`src/rtl/smm_pkg.sv`:
```
// Constants, types and register map of the supply min/max readout.
// Assumes a 32-bit classic Wishbone bus with word-aligned byte addresses.
package smm_pkg;
  localparam int CODE_W = 12;
  localparam int NIB_W = 4;
  localparam int BYTE_W = 8;
  localparam int ADR_W = 8;
  localparam int DAT_W = 32;
  localparam int IDX_W = 6;
  // Register indices; the byte address is four times the index.
  localparam logic [IDX_W-1:0] IDX_LOW_HI = 6'h1d;
  localparam logic [IDX_W-1:0] IDX_LOW_LO = 6'h1e;
  localparam logic [IDX_W-1:0] IDX_HIGH_HI = 6'h1f;
  localparam logic [IDX_W-1:0] IDX_HIGH_LO = 6'h20;
  localparam logic [IDX_W-1:0] IDX_CTRL = 6'h10;
  localparam int CTRL_SEC_BIT = 0;
  localparam int CTRL_CLR_BIT = 1;
  localparam int CTRL_TRK_BIT = 2;
  localparam logic [BYTE_W-1:0] REG_RESET = 8'h00;
  localparam logic [1:0] ADR_ALIGN = 2'h0;
  typedef enum logic {SMM_TRK_MIN, SMM_TRK_MAX} smm_kind_e;
  typedef enum logic {SMM_BUS_IDLE, SMM_BUS_ACK} smm_bus_e;
endpackage

```
`src/rtl/smm_trk_if.sv`:
```
// Signals between the register front end and one min or max tracker.
// Assumes both ends run on the same clock.
`timescale 1ns/10ps
interface smm_trk_if #(parameter int W = 12);
  logic sample_valid;
  logic [W-1:0] sample_code;
  logic clear;
  logic hold;
  logic [W-1:0] value;
  logic tracking;
  modport trk (input sample_valid, input sample_code, input clear, input hold,
               output value, output tracking);
  modport ctl (output sample_valid, output sample_code, output clear, output hold,
               input value, input tracking);
endinterface

```
`src/rtl/smm_top.sv`:
```
// Supply min/max readout with a classic Wishbone register slave.
// Assumes conversion results arrive from logic on clk with a one-cycle valid strobe.
`timescale 1ns/10ps
module smm_top #(
  parameter int CODE_W = smm_pkg::CODE_W
) (
  input wire logic clk,
  input wire logic rst_n,
  input wire logic wb_cyc_i,
  input wire logic wb_stb_i,
  input wire logic wb_we_i,
  input wire logic [smm_pkg::ADR_W-1:0] wb_adr_i,
  input wire logic [3:0] wb_sel_i,
  input wire logic [smm_pkg::DAT_W-1:0] wb_dat_i,
  output logic [smm_pkg::DAT_W-1:0] wb_dat_o,
  output logic wb_ack_o,
  input wire logic sample_valid,
  input wire logic [CODE_W-1:0] primary_supply_pin_code,
  input wire logic [CODE_W-1:0] secondary_supply_pin_code
);
  localparam int BW = smm_pkg::BYTE_W;
  localparam int NW = smm_pkg::NIB_W;

  smm_pkg::smm_bus_e bus_r;
  smm_pkg::smm_bus_e bus_nxt;
  logic req;
  logic taken;
  logic rd_taken;
  logic wr_ctrl;
  logic secondary_supply_present_r;
  logic clr_r;
  logic [CODE_W-1:0] cur_code;
  logic [BW-1:0] low_shadow;
  logic [BW-1:0] high_shadow;
  logic [smm_pkg::DAT_W-1:0] rd_data;
  logic [smm_pkg::DAT_W-1:0] dat_r;

  smm_trk_if #(.W(CODE_W)) low_if ();
  smm_trk_if #(.W(CODE_W)) high_if ();

  function automatic logic hit(input logic [smm_pkg::ADR_W-1:0] adr,
                               input logic [smm_pkg::IDX_W-1:0] idx);
    hit = (adr[smm_pkg::ADR_W-1:2] == idx) && (adr[1:0] == smm_pkg::ADR_ALIGN);
  endfunction

  function automatic logic [smm_pkg::DAT_W-1:0] nibble_word(input logic [CODE_W-1:0] v);
    nibble_word = {{(smm_pkg::DAT_W - NW){1'b0}}, v[BW +: NW]};
  endfunction

  function automatic logic [smm_pkg::DAT_W-1:0] byte_word(input logic [BW-1:0] v);
    byte_word = {{(smm_pkg::DAT_W - BW){1'b0}}, v};
  endfunction

  assign req = wb_cyc_i && wb_stb_i;
  assign taken = req && (bus_r == smm_pkg::SMM_BUS_IDLE);
  assign rd_taken = taken && !wb_we_i;
  assign wr_ctrl = taken && wb_we_i && wb_sel_i[0] && hit(wb_adr_i, smm_pkg::IDX_CTRL);

  // Bus handshake: ack follows one cycle after the request is taken.
  always_comb begin
    case (bus_r)
      smm_pkg::SMM_BUS_IDLE: begin
        bus_nxt = req ? smm_pkg::SMM_BUS_ACK : smm_pkg::SMM_BUS_IDLE;
      end
      smm_pkg::SMM_BUS_ACK: begin
        bus_nxt = smm_pkg::SMM_BUS_IDLE;
      end
      default: begin
        bus_nxt = smm_pkg::SMM_BUS_IDLE;
      end
    endcase
  end

  always_ff @(posedge clk or negedge rst_n) begin
    if (!rst_n) begin
      bus_r <= smm_pkg::SMM_BUS_IDLE;
    end else begin
      bus_r <= bus_nxt;
    end
  end

  assign wb_ack_o = (bus_r == smm_pkg::SMM_BUS_ACK);

  // Control register: presence bit is stored, clear bit is a self-clearing strobe.
  always_ff @(posedge clk or negedge rst_n) begin
    if (!rst_n) begin
      secondary_supply_present_r <= 1'b0;
    end else if (wr_ctrl) begin
      secondary_supply_present_r <= wb_dat_i[smm_pkg::CTRL_SEC_BIT];
    end
  end

  always_ff @(posedge clk or negedge rst_n) begin
    if (!rst_n) begin
      clr_r <= 1'b0;
    end else begin
      clr_r <= wr_ctrl && wb_dat_i[smm_pkg::CTRL_CLR_BIT];
    end
  end

  // Source select.
  assign cur_code = secondary_supply_present_r ? secondary_supply_pin_code
                                               : primary_supply_pin_code;

  // Holding a whole pair, not one half, keeps nibble and byte from the same sample.
  assign low_if.sample_valid = sample_valid;
  assign low_if.sample_code = cur_code;
  assign low_if.clear = clr_r;
  assign low_if.hold = req && (hit(wb_adr_i, smm_pkg::IDX_LOW_HI)
                              || hit(wb_adr_i, smm_pkg::IDX_LOW_LO));
  assign high_if.sample_valid = sample_valid;
  assign high_if.sample_code = cur_code;
  assign high_if.clear = clr_r;
  assign high_if.hold = req && (hit(wb_adr_i, smm_pkg::IDX_HIGH_HI)
                               || hit(wb_adr_i, smm_pkg::IDX_HIGH_LO));

  smm_tracker #(.W(CODE_W), .KIND(smm_pkg::SMM_TRK_MIN)) u_low (
    .clk(clk),
    .rst_n(rst_n),
    .t(low_if.trk)
  );

  smm_tracker #(.W(CODE_W), .KIND(smm_pkg::SMM_TRK_MAX)) u_high (
    .clk(clk),
    .rst_n(rst_n),
    .t(high_if.trk)
  );

  smm_shadow #(.W(BW)) u_low_shadow (
    .clk(clk),
    .rst_n(rst_n),
    .capture(rd_taken && hit(wb_adr_i, smm_pkg::IDX_LOW_HI)),
    .live(low_if.value[BW-1:0]),
    .shadow(low_shadow)
  );

  smm_shadow #(.W(BW)) u_high_shadow (
    .clk(clk),
    .rst_n(rst_n),
    .capture(rd_taken && hit(wb_adr_i, smm_pkg::IDX_HIGH_HI)),
    .live(high_if.value[BW-1:0]),
    .shadow(high_shadow)
  );

  // Read mux; lower bytes come from the shadows, unmapped addresses read zero.
  always_comb begin
    rd_data = '0;
    if (hit(wb_adr_i, smm_pkg::IDX_LOW_HI)) begin
      rd_data = nibble_word(low_if.value);
    end else if (hit(wb_adr_i, smm_pkg::IDX_LOW_LO)) begin
      rd_data = byte_word(low_shadow);
    end else if (hit(wb_adr_i, smm_pkg::IDX_HIGH_HI)) begin
      rd_data = nibble_word(high_if.value);
    end else if (hit(wb_adr_i, smm_pkg::IDX_HIGH_LO)) begin
      rd_data = byte_word(high_shadow);
    end else if (hit(wb_adr_i, smm_pkg::IDX_CTRL)) begin
      rd_data[smm_pkg::CTRL_SEC_BIT] = secondary_supply_present_r;
      rd_data[smm_pkg::CTRL_TRK_BIT] = low_if.tracking;
    end
  end

  always_ff @(posedge clk or negedge rst_n) begin
    if (!rst_n) begin
      dat_r <= '0;
    end else if (rd_taken) begin
      dat_r <= rd_data;
    end
  end

  assign wb_dat_o = dat_r;
endmodule

```
`src/rtl/smm_tracker.sv`:
```
// One running extreme tracker, minimum or maximum by parameter.
// Assumes samples, clear and hold come from logic on the same clock.
`timescale 1ns/10ps
module smm_tracker #(
  parameter int W = 12,
  parameter smm_pkg::smm_kind_e KIND = smm_pkg::SMM_TRK_MIN
) (
  input wire logic clk,
  input wire logic rst_n,
  smm_trk_if.trk t
);
  logic [W-1:0] value_r;
  logic tracking_r;
  logic better;
  logic take;

  always_comb begin
    if (KIND == smm_pkg::SMM_TRK_MAX) begin
      better = t.sample_code > value_r;
    end else begin
      better = t.sample_code < value_r;
    end
  end

  // A held sample is dropped rather than queued, so a read can miss one extreme.
  assign take = t.sample_valid && !t.hold && !t.clear && (!tracking_r || better);

  always_ff @(posedge clk or negedge rst_n) begin
    if (!rst_n) begin
      value_r <= '0;
    end else if (take) begin
      value_r <= t.sample_code;
    end
  end

  always_ff @(posedge clk or negedge rst_n) begin
    if (!rst_n) begin
      tracking_r <= 1'b0;
    end else if (t.clear) begin
      tracking_r <= 1'b0;
    end else if (take) begin
      tracking_r <= 1'b1;
    end
  end

  assign t.value = value_r;
  assign t.tracking = tracking_r;
endmodule

```
`src/rtl/smm_shadow.sv`:
```
// Shadow copy of a lower byte, loaded on a capture strobe.
// Assumes capture is a one-cycle strobe on the same clock.
`timescale 1ns/10ps
module smm_shadow #(
  parameter int W = 8
) (
  input wire logic clk,
  input wire logic rst_n,
  input wire logic capture,
  input wire logic [W-1:0] live,
  output logic [W-1:0] shadow
);
  always_ff @(posedge clk or negedge rst_n) begin
    if (!rst_n) begin
      shadow <= '0;
    end else if (capture) begin
      shadow <= live;
    end
  end
endmodule

```
`config.mk`:
```
export PLATFORM = sky130hd
export DESIGN_NAME = smm_top
export DESIGN_NICKNAME = d
export VERILOG_FILES = /design/src/rtl/smm_pkg.sv /design/src/rtl/smm_trk_if.sv /design/src/rtl/smm_top.sv /design/src/rtl/smm_tracker.sv /design/src/rtl/smm_shadow.sv
export SDC_FILE = /design/constraint.sdc
export NUM_CORES = 1
export LEC_CHECK = 0
export BUFFER_PORTS_ARGS = -buffer_cell sky130_fd_sc_hd__buf_2
export CORE_MARGIN = 10
export CORE_UTILIZATION = 30
export CTS_CLUSTER_DIAMETER = 120
export CTS_CLUSTER_SIZE = 10
export DETAILED_ROUTE_END_ITERATION = 6
export GPL_TIMING_DRIVEN = 0
export MAX_ROUTING_LAYER = met4
export PLACE_DENSITY = 0.64
export SLEW_MARGIN = 30
export SYNTH_ARGS = -nofsm -noshare
export SYNTH_HDL_FRONTEND = slang
export SYNTH_SLANG_ARGS = --single-unit
```
`constraint.sdc`:
```
create_clock -name clk -period 3.5 [get_ports clk]
set_input_delay 0.35 -clock clk [delete_from_list [all_inputs] [get_ports clk]]
set_output_delay 0.35 -clock clk [all_outputs]
set_load 0.1 [all_outputs]
```
==> results of run 1 <==
-- worst max-delay path: stages (launching register included) --
cell	delay, ps
dfrtp_1	500
buf_2	370
mux2_2	420
ha_1	330
nand2_1	60
o21ai_0	260
a221oi_1	180
a2111oi_4	460
buf_6	250
mux2_4	310
-- cell families after synthesis --
family          Yosys count
mux                      53
simple gates             54
xor+xnor                  1
compound gates           49
buf+inv                  57
flops                    53
other cells               1
fa+ha+maj                23
-- power groups by stage --
stage	Combinational (uW)	Sequential [uW]	Clock, uW
final	921	879	338
after global routing	1040	901	376
after CTS	927	877	348
after detailed placement	922	887	0
after global placement	902	882	0
after floorplan	758	859	0
-- what timing repair did --
action | 4_1_cts | 5_1_grt
gates resized for setup | 1 | 1
gates cloned | 0 | 0
endpoints found under the setup margin | 12 | 1
pin swaps | 0 | 0
-- sequential cells by signal (all words and copies together) (netlist names) --
name	count
u_low.t.tracking	1
u_high_shadow.shadow	8
u_high.t.tracking	1
u_low_shadow.shadow	8
wb_dat_o	8
u_high.t.value	12
secondary_supply_present_r	1
clr_r	1
wb_ack_o	1
u_low.t.value	12
-- how the worst max path moves through the flow --
stage / slack (ps) / endpoint / start
6_report: 230 / u_high.t.value[4] / secondary_supply_present_r
4_1_cts: 60 / u_high.t.value[6] / secondary_supply_present_r
5_1_grt: 30 / u_high.t.value[8] / secondary_supply_present_r
3_3_place_gp: -260 / u_high.t.value[2] / secondary_supply_present_r
3_5_place_dp: -250 / u_high.t.value[8] / secondary_supply_present_r
2_1_floorplan: 580 / u_high.t.value[10] / secondary_supply_present_r
-- per-stage QoR --
step	hold slack, ps	cells	worst slack [ps]	power, uW
2_1_floorplan	54.4	314	584	1620
3_3_place_gp	438	502	-256	1780
3_5_place_dp	432	502	-251	1810
4_1_cts	98.5	509	57.5	2150
5_1_grt	119	509	28.3	2320
6_report	63.5	509	227	2140
-- layout make-up --
| cell class | count | area share |
|---|---|---|
| tap | 140 | 0.0453 |
| timing repair buffer | 48 | 0.0628 |
| clock buffer | 6 | 0.0188 |
| clock inverter | 1 | 0.00227 |
| sequential | 53 | 0.343 |
| inverter | 26 | 0.0252 |
| buffer | 31 | 0.0589 |
| multi-input combinational | 204 | 0.444 |
-- cell usage in the layout, fill, tap and decap left out, types with 2 or more instances in the layout --
cell type,n
dfrtp_1,53
buf_2,49
mux2_2,32
buf_4,26
inv_1,25
conb_1,24
ha_1,23
mux2_4,21
nand2_1,11
nor2_1,11
o21ai_0,11
a22oi_1,10
a21oi_1,9
nand4_1,7
nand3_1,6
clkbuf_8,5
nor2b_1,3
and2_1,3
nand2b_1,3
a221oi_1,3
clkbuf_1,3
a211oi_1,2
a21o_1,2
buf_6,2
o21bai_1,2
and3_1,2
o31ai_1,2
o22ai_1,2
-- layer usage --
| metal | global-route usage | up-vias | routed length [um] |
|---|---|---|---|
| met5 | - | - | 0 |
| met4 | 0.0288 | 0 | 79 |
| met3 | 0.0209 | 6 | 362 |
| met2 | 0.167 | 68 | 3710 |
| met1 | 0.124 | 1102 | 3480 |
| li1 | - | 1144 | - |
==> results.toml, run 1 <==
[place]
placed_cell_area_sq_mm = 0.00378
port_buffers = 48
dp_hpwl_um = 6090
gp_congestion = 0.873

[global_routing]
grt_usage = 0.102
grt_first_pass_wirelength_um = 12800
grt_max_degree = 54
grt_overflow = 0
first_global_vias = 2459
antenna_found_initial = 0

[worst_setup_path]
critPathLaunchType = "flop"
r2r_cells = 9
end_kind = "flop"
crit_type = "reg2reg"
arrival_ps = 3460
rr_startpoint = "secondary_supply_present_r"
r2r_slack_ps = 230
critPathMaxFanout = 10
cp.required_ps = 3690
regToRegEndpoint = "u_high.t.value[4]"

[logic_synthesis]
synth_area_leaders = "dfrtp_1, mux2_2, mux2_4"
synth_edf_count = 0
ys_top_cells_by_count = "dfrtp_1, mux2_2, buf_4, inv_1, ha_1"
synth_seq_cells = 53
synthArstFlopShare = 1.00
synth_top_area_cell = "dfrtp_1"
synth_cell_types = 43
synth_top_area_share = 0.404
syn_avg_cell_area_sq_um = 11.3
syn_inst = 291
synth_top_family_by_area = "multiplexers"
synth_mux_area_frac = 0.206
synth_xor_area_frac = 0.00267
synth_fa_ha_area_frac = 0.0878
synth-compound-area-share = 0.106
synth-simple-area-share = 0.0935
synth_warnings = 0
netlist_area_sq_mm = 0.00328
ys_seq_area_frac = 0.404
ys.flop_type = "dfrtp_1"
synthMostInstantiatedCell = "dfrtp_1"

[final_layout]
num-nets-final = 466
drive_gt1_frac = 0.390
multi_input_area_sq_mm = 0.00172
regArea_sq_mm = 0.00133
fin_util = 0.358
antenna_cells = 0
final_area_sq_mm = 0.00387
syn_to_final_growth_pct = 17.9
fillerInstances = 1096

[clock_tree]
hold_buffers = 0
cts_tree = "built"
clk_path_buf_depth = 2
cts_made_buffers = 5
clkSinkCount = 53
clk_latency_ps = 300
post_cts_buffers = 0
clk_pin_slew_ps = 100
cts-htree-levels = 2
cts-root-buf = "clkbuf_8"

[power_and_ir_drop]
ir_drop_uv = 200
sequentialPowerShare = 0.411
p_leak_uw = 0.00195
combPwrFrac = 0.431
switching_share = 0.367
clock_power_share = 0.158
powerDensity_mw_per_mm2 = 553
p_int_uw = 1350
power_switching_uw = 784

[routing]
wl_per_cell_um = 15.0
num_vias = 2320
wirelength_um = 7630
first_iter_violations = 105
detail-route-antenna-nets = 0
firstDrtPassIters = 4
viasPerCell = 4.56
drc_errors = 0

[sta]
fin_skew_ps = 7.13
hold_viol_final = 0
timing.final.crit_share = 0.935
worst_pin_slew_ps = 754
fin_tns_setup_ps = 0
finalMaxSlewViolations = 0
layout_min_cycle_time_ps = 3270
rsz0062_at_grt = "no"
relSlewSlack = 0.496
setup_viol = 0
max_freq_mhz = 306

[die]
die_h_um = 125
die_w_um = 125
dieArea_sq_mm = 0.0155
coreArea_sq_mm = 0.0108
ioPinCount = 107
initial_core_util = 0.304
rows = 38

[outcome]
status = "finished clean"

[hold_path]
hold_path.class = "in2async"

[flow_run]
cap_viol_max_count = 0
(Power assumes the default switching activity.)
==> run 2, diff against run 1 <==
--- a/config.mk
+++ b/config.mk
@@ -5,6 +5,7 @@
 export SDC_FILE = /design/constraint.sdc
 export NUM_CORES = 1
 export LEC_CHECK = 0
+export ABC_AREA = 1
 export BUFFER_PORTS_ARGS = -buffer_cell sky130_fd_sc_hd__buf_2
 export CORE_MARGIN = 10
 export CORE_UTILIZATION = 30
==> run 2 against run 1 <==
Against the previous run:
- die area down 0.57%
- sequential share of layout area down 0.10 points
- combinational power down 6.2%
- first-iteration DRC count up 77%
- final cell count up 26%
- synthesized cell count up 46%
- power down 0.94%
- critical path depth up 6
- sequential cell count unchanged
- hold slack better by 12 ps
- clock skew up 2.7 ps
- sequential power down 6.1%
- critical path type unchanged
- highest routed layer unchanged
==> results.toml, run 2 <==
[die]
rows = 37
die_w_um = 124
die_h_um = 124
coreArea_sq_mm = 0.0105
initial_core_util = 0.311
ioPinCount = 107
dieArea_sq_mm = 0.0154

[routing]
drc_errors = 0
wirelength_um = 8340
detail-route-antenna-nets = 0
wl_per_cell_um = 13.0
num_vias = 2836
viasPerCell = 4.43
firstDrtPassIters = 4
first_iter_violations = 186

[worst_setup_path]
r2r_cells = 15
critPathLaunch = "secondary_supply_present_r"
regToRegEndpoint = "u_high.t.value[8]"
cp.required_ps = 3700
end_kind = "flop"
r2r_slack_ps = 850
crit_type = "reg2reg"
arrival_ps = 2850
rr_startpoint = "secondary_supply_present_r"
critPathLaunchType = "flop"
critPathMaxFanout = 10
endpoint = "u_high.t.value[8]"

[place]
port_buffers = 49
gp_congestion = 0.851
dp_hpwl_um = 6810
placed_cell_area_sq_mm = 0.00376

[sta]
max_freq_mhz = 377
fin_skew_ps = 9.84
layout_min_cycle_time_ps = 2650
setup_viol = 0
relSlewSlack = 0.549
fin_tns_setup_ps = 0
hold_viol_final = 0
timing.final.crit_share = 0.758
worst_pin_slew_ps = 677
finalMaxSlewViolations = 0
rsz0062_at_grt = "no"

[final_layout]
syn_to_final_growth_pct = 19.1
num-nets-final = 600
antenna_cells = 0
final_common_cell = "nand2_1"
final_cell_mix = "nand2_1, dfrtp_1, buf_2, inv_1"
fillerInstances = 1094
drive_gt1_frac = 0.214
final_area_sq_mm = 0.00388

[logic_synthesis]
synth_top_area_cell = "dfrtp_1"
ys_top_cells_by_count = "nand2_1, dfrtp_1, inv_1"
ys_seq_area_frac = 0.407
synth_cell_types = 31
synth_mux_area_frac = 0.0104
syn_inst = 424
synthArstFlopShare = 1.00
synth_seq_cells = 53
ys.flop_type = "dfrtp_1"
netlist_area_sq_mm = 0.00326
synth_warnings = 0
syn_avg_cell_area_sq_um = 7.68
synth_top_family_by_area = "simple AND/OR/NAND/NOR gates"
synth_top_area_share = 0.407
synth_xor_area_frac = 0
synth-compound-area-share = 0.0930
synth_edf_count = 0
synth-simple-area-share = 0.272
synth_fa_ha_area_frac = 0.0884
synth_area_leaders = "dfrtp_1, nand2_1, ha_1"
synthMostInstantiatedCell = "nand2_1"

[global_routing]
grt_max_degree = 54
grt_usage = 0.112
grt_overflow = 0
first_global_vias = 2787
grt_first_pass_wirelength_um = 13400
antenna_found_initial = 0

[hold_path]
hold_path.class = "in2async"

[clock_tree]
cts-root-buf = "clkbuf_8"
clk_latency_ps = 310
hold_buffers = 0
post_cts_buffers = 0
cts_tree = "built"
clk_pin_slew_ps = 90
cts_made_buffers = 5
cts-htree-levels = 2
clkSinkCount = 53
clk_path_buf_depth = 2
cts_resized = 0

[outcome]
status = "finished clean"

[power_and_ir_drop]
ir_drop_uv = 181
p_leak_uw = 0.00221
power.total_uw = 2120
powerDensity_mw_per_mm2 = 546

[flow_run]
cap_viol_max_count = 0
run 2: cell count changes in the layout (fill, tap and decap cells not counted), sizes merged, moves of 4 or more:
cell / previous run / this run
a22oi: 10 / 0
o21ai: 11 / 25
nor2: 12 / 17
buf: 77 / 81
a21oi: 10 / 21
inv: 26 / 47
nand3: 6 / 29
nand2: 11 / 154
mux2: 53 / 3
run 2: logic make-up after synthesis:
logic type               Yosys count
flip-flops                        53
adder cells (fa/ha/maj)           23
buffers and inverters             81
other                              1
AND/OR/NAND/NOR                  208
multiplexers                       3
AO/OA/AOI/OAI                     55
run 2: through the flow:
step / setup WS, ps / std cells / utilization / hold WS [ps]
after detailed placement: 827 / 632 / 0.359 / 435
after CTS: 824 / 640 / 0.371 / 97.9
after global routing: 583 / 640 / 0.371 / 120
final: 846 / 640 / 0.371 / 75.6
after floorplan: 1390 / 447 / - / 54.4
after global placement: 895 / 632 / 0.359 / 427
run 2: worst min path at each step:
stage | from | to | slack (ps) | depth (start not counted)
floorplan | rst_n | clr_r | 50 | 0
global placement | wb_ack_o | wb_ack_o | 430 | 1
detailed placement | rst_n | u_low_shadow.shadow[0] | 440 | 1
CTS | rst_n | wb_dat_o[0] | 100 | 1
global route | rst_n | u_low_shadow.shadow[0] | 120 | 1
finish | rst_n | u_low.t.value[0] | 80 | 1
run 2: layout make-up:
cell class | instances | area (sq um) | area share
Multi-Input combinational cell | 313 | 1600 | 0.412
Clock inverter | 1 | 30.0 | 0.00774
Inverter | 47 | 176 | 0.0455
Sequential cell | 53 | 1330 | 0.342
Buffer | 34 | 241 | 0.0623
Tap cell | 136 | 170 | 0.0439
Timing Repair Buffer | 49 | 248 | 0.0639
Clock buffer | 7 | 86.3 | 0.0223
run 2: power by group:
group / switching, uW / internal, uW
Clock: 195 / 233
Combinational: 575 / 290
Sequential: 76.3 / 749
run 2: metal layers:
metal  global-route usage  wire (um)
met2                0.200       4450
met1                0.124       3340
met3               0.0249        462
met5                    -          0
met4               0.0245         82
run 2: worst max-delay path, cell delays in order (launching register included):
cell      delay (ps)
dfrtp_1          460
inv_2            100
clkbuf_1         410
nand2_1          110
nand2_1          190
ha_1             280
nand2_1           90
nor2_1            50
and2_1           180
nand2_1           70
nand3_1           80
nand2_1           70
nand2_1          110
buf_2            210
nand3_1           80
nand2_1           60
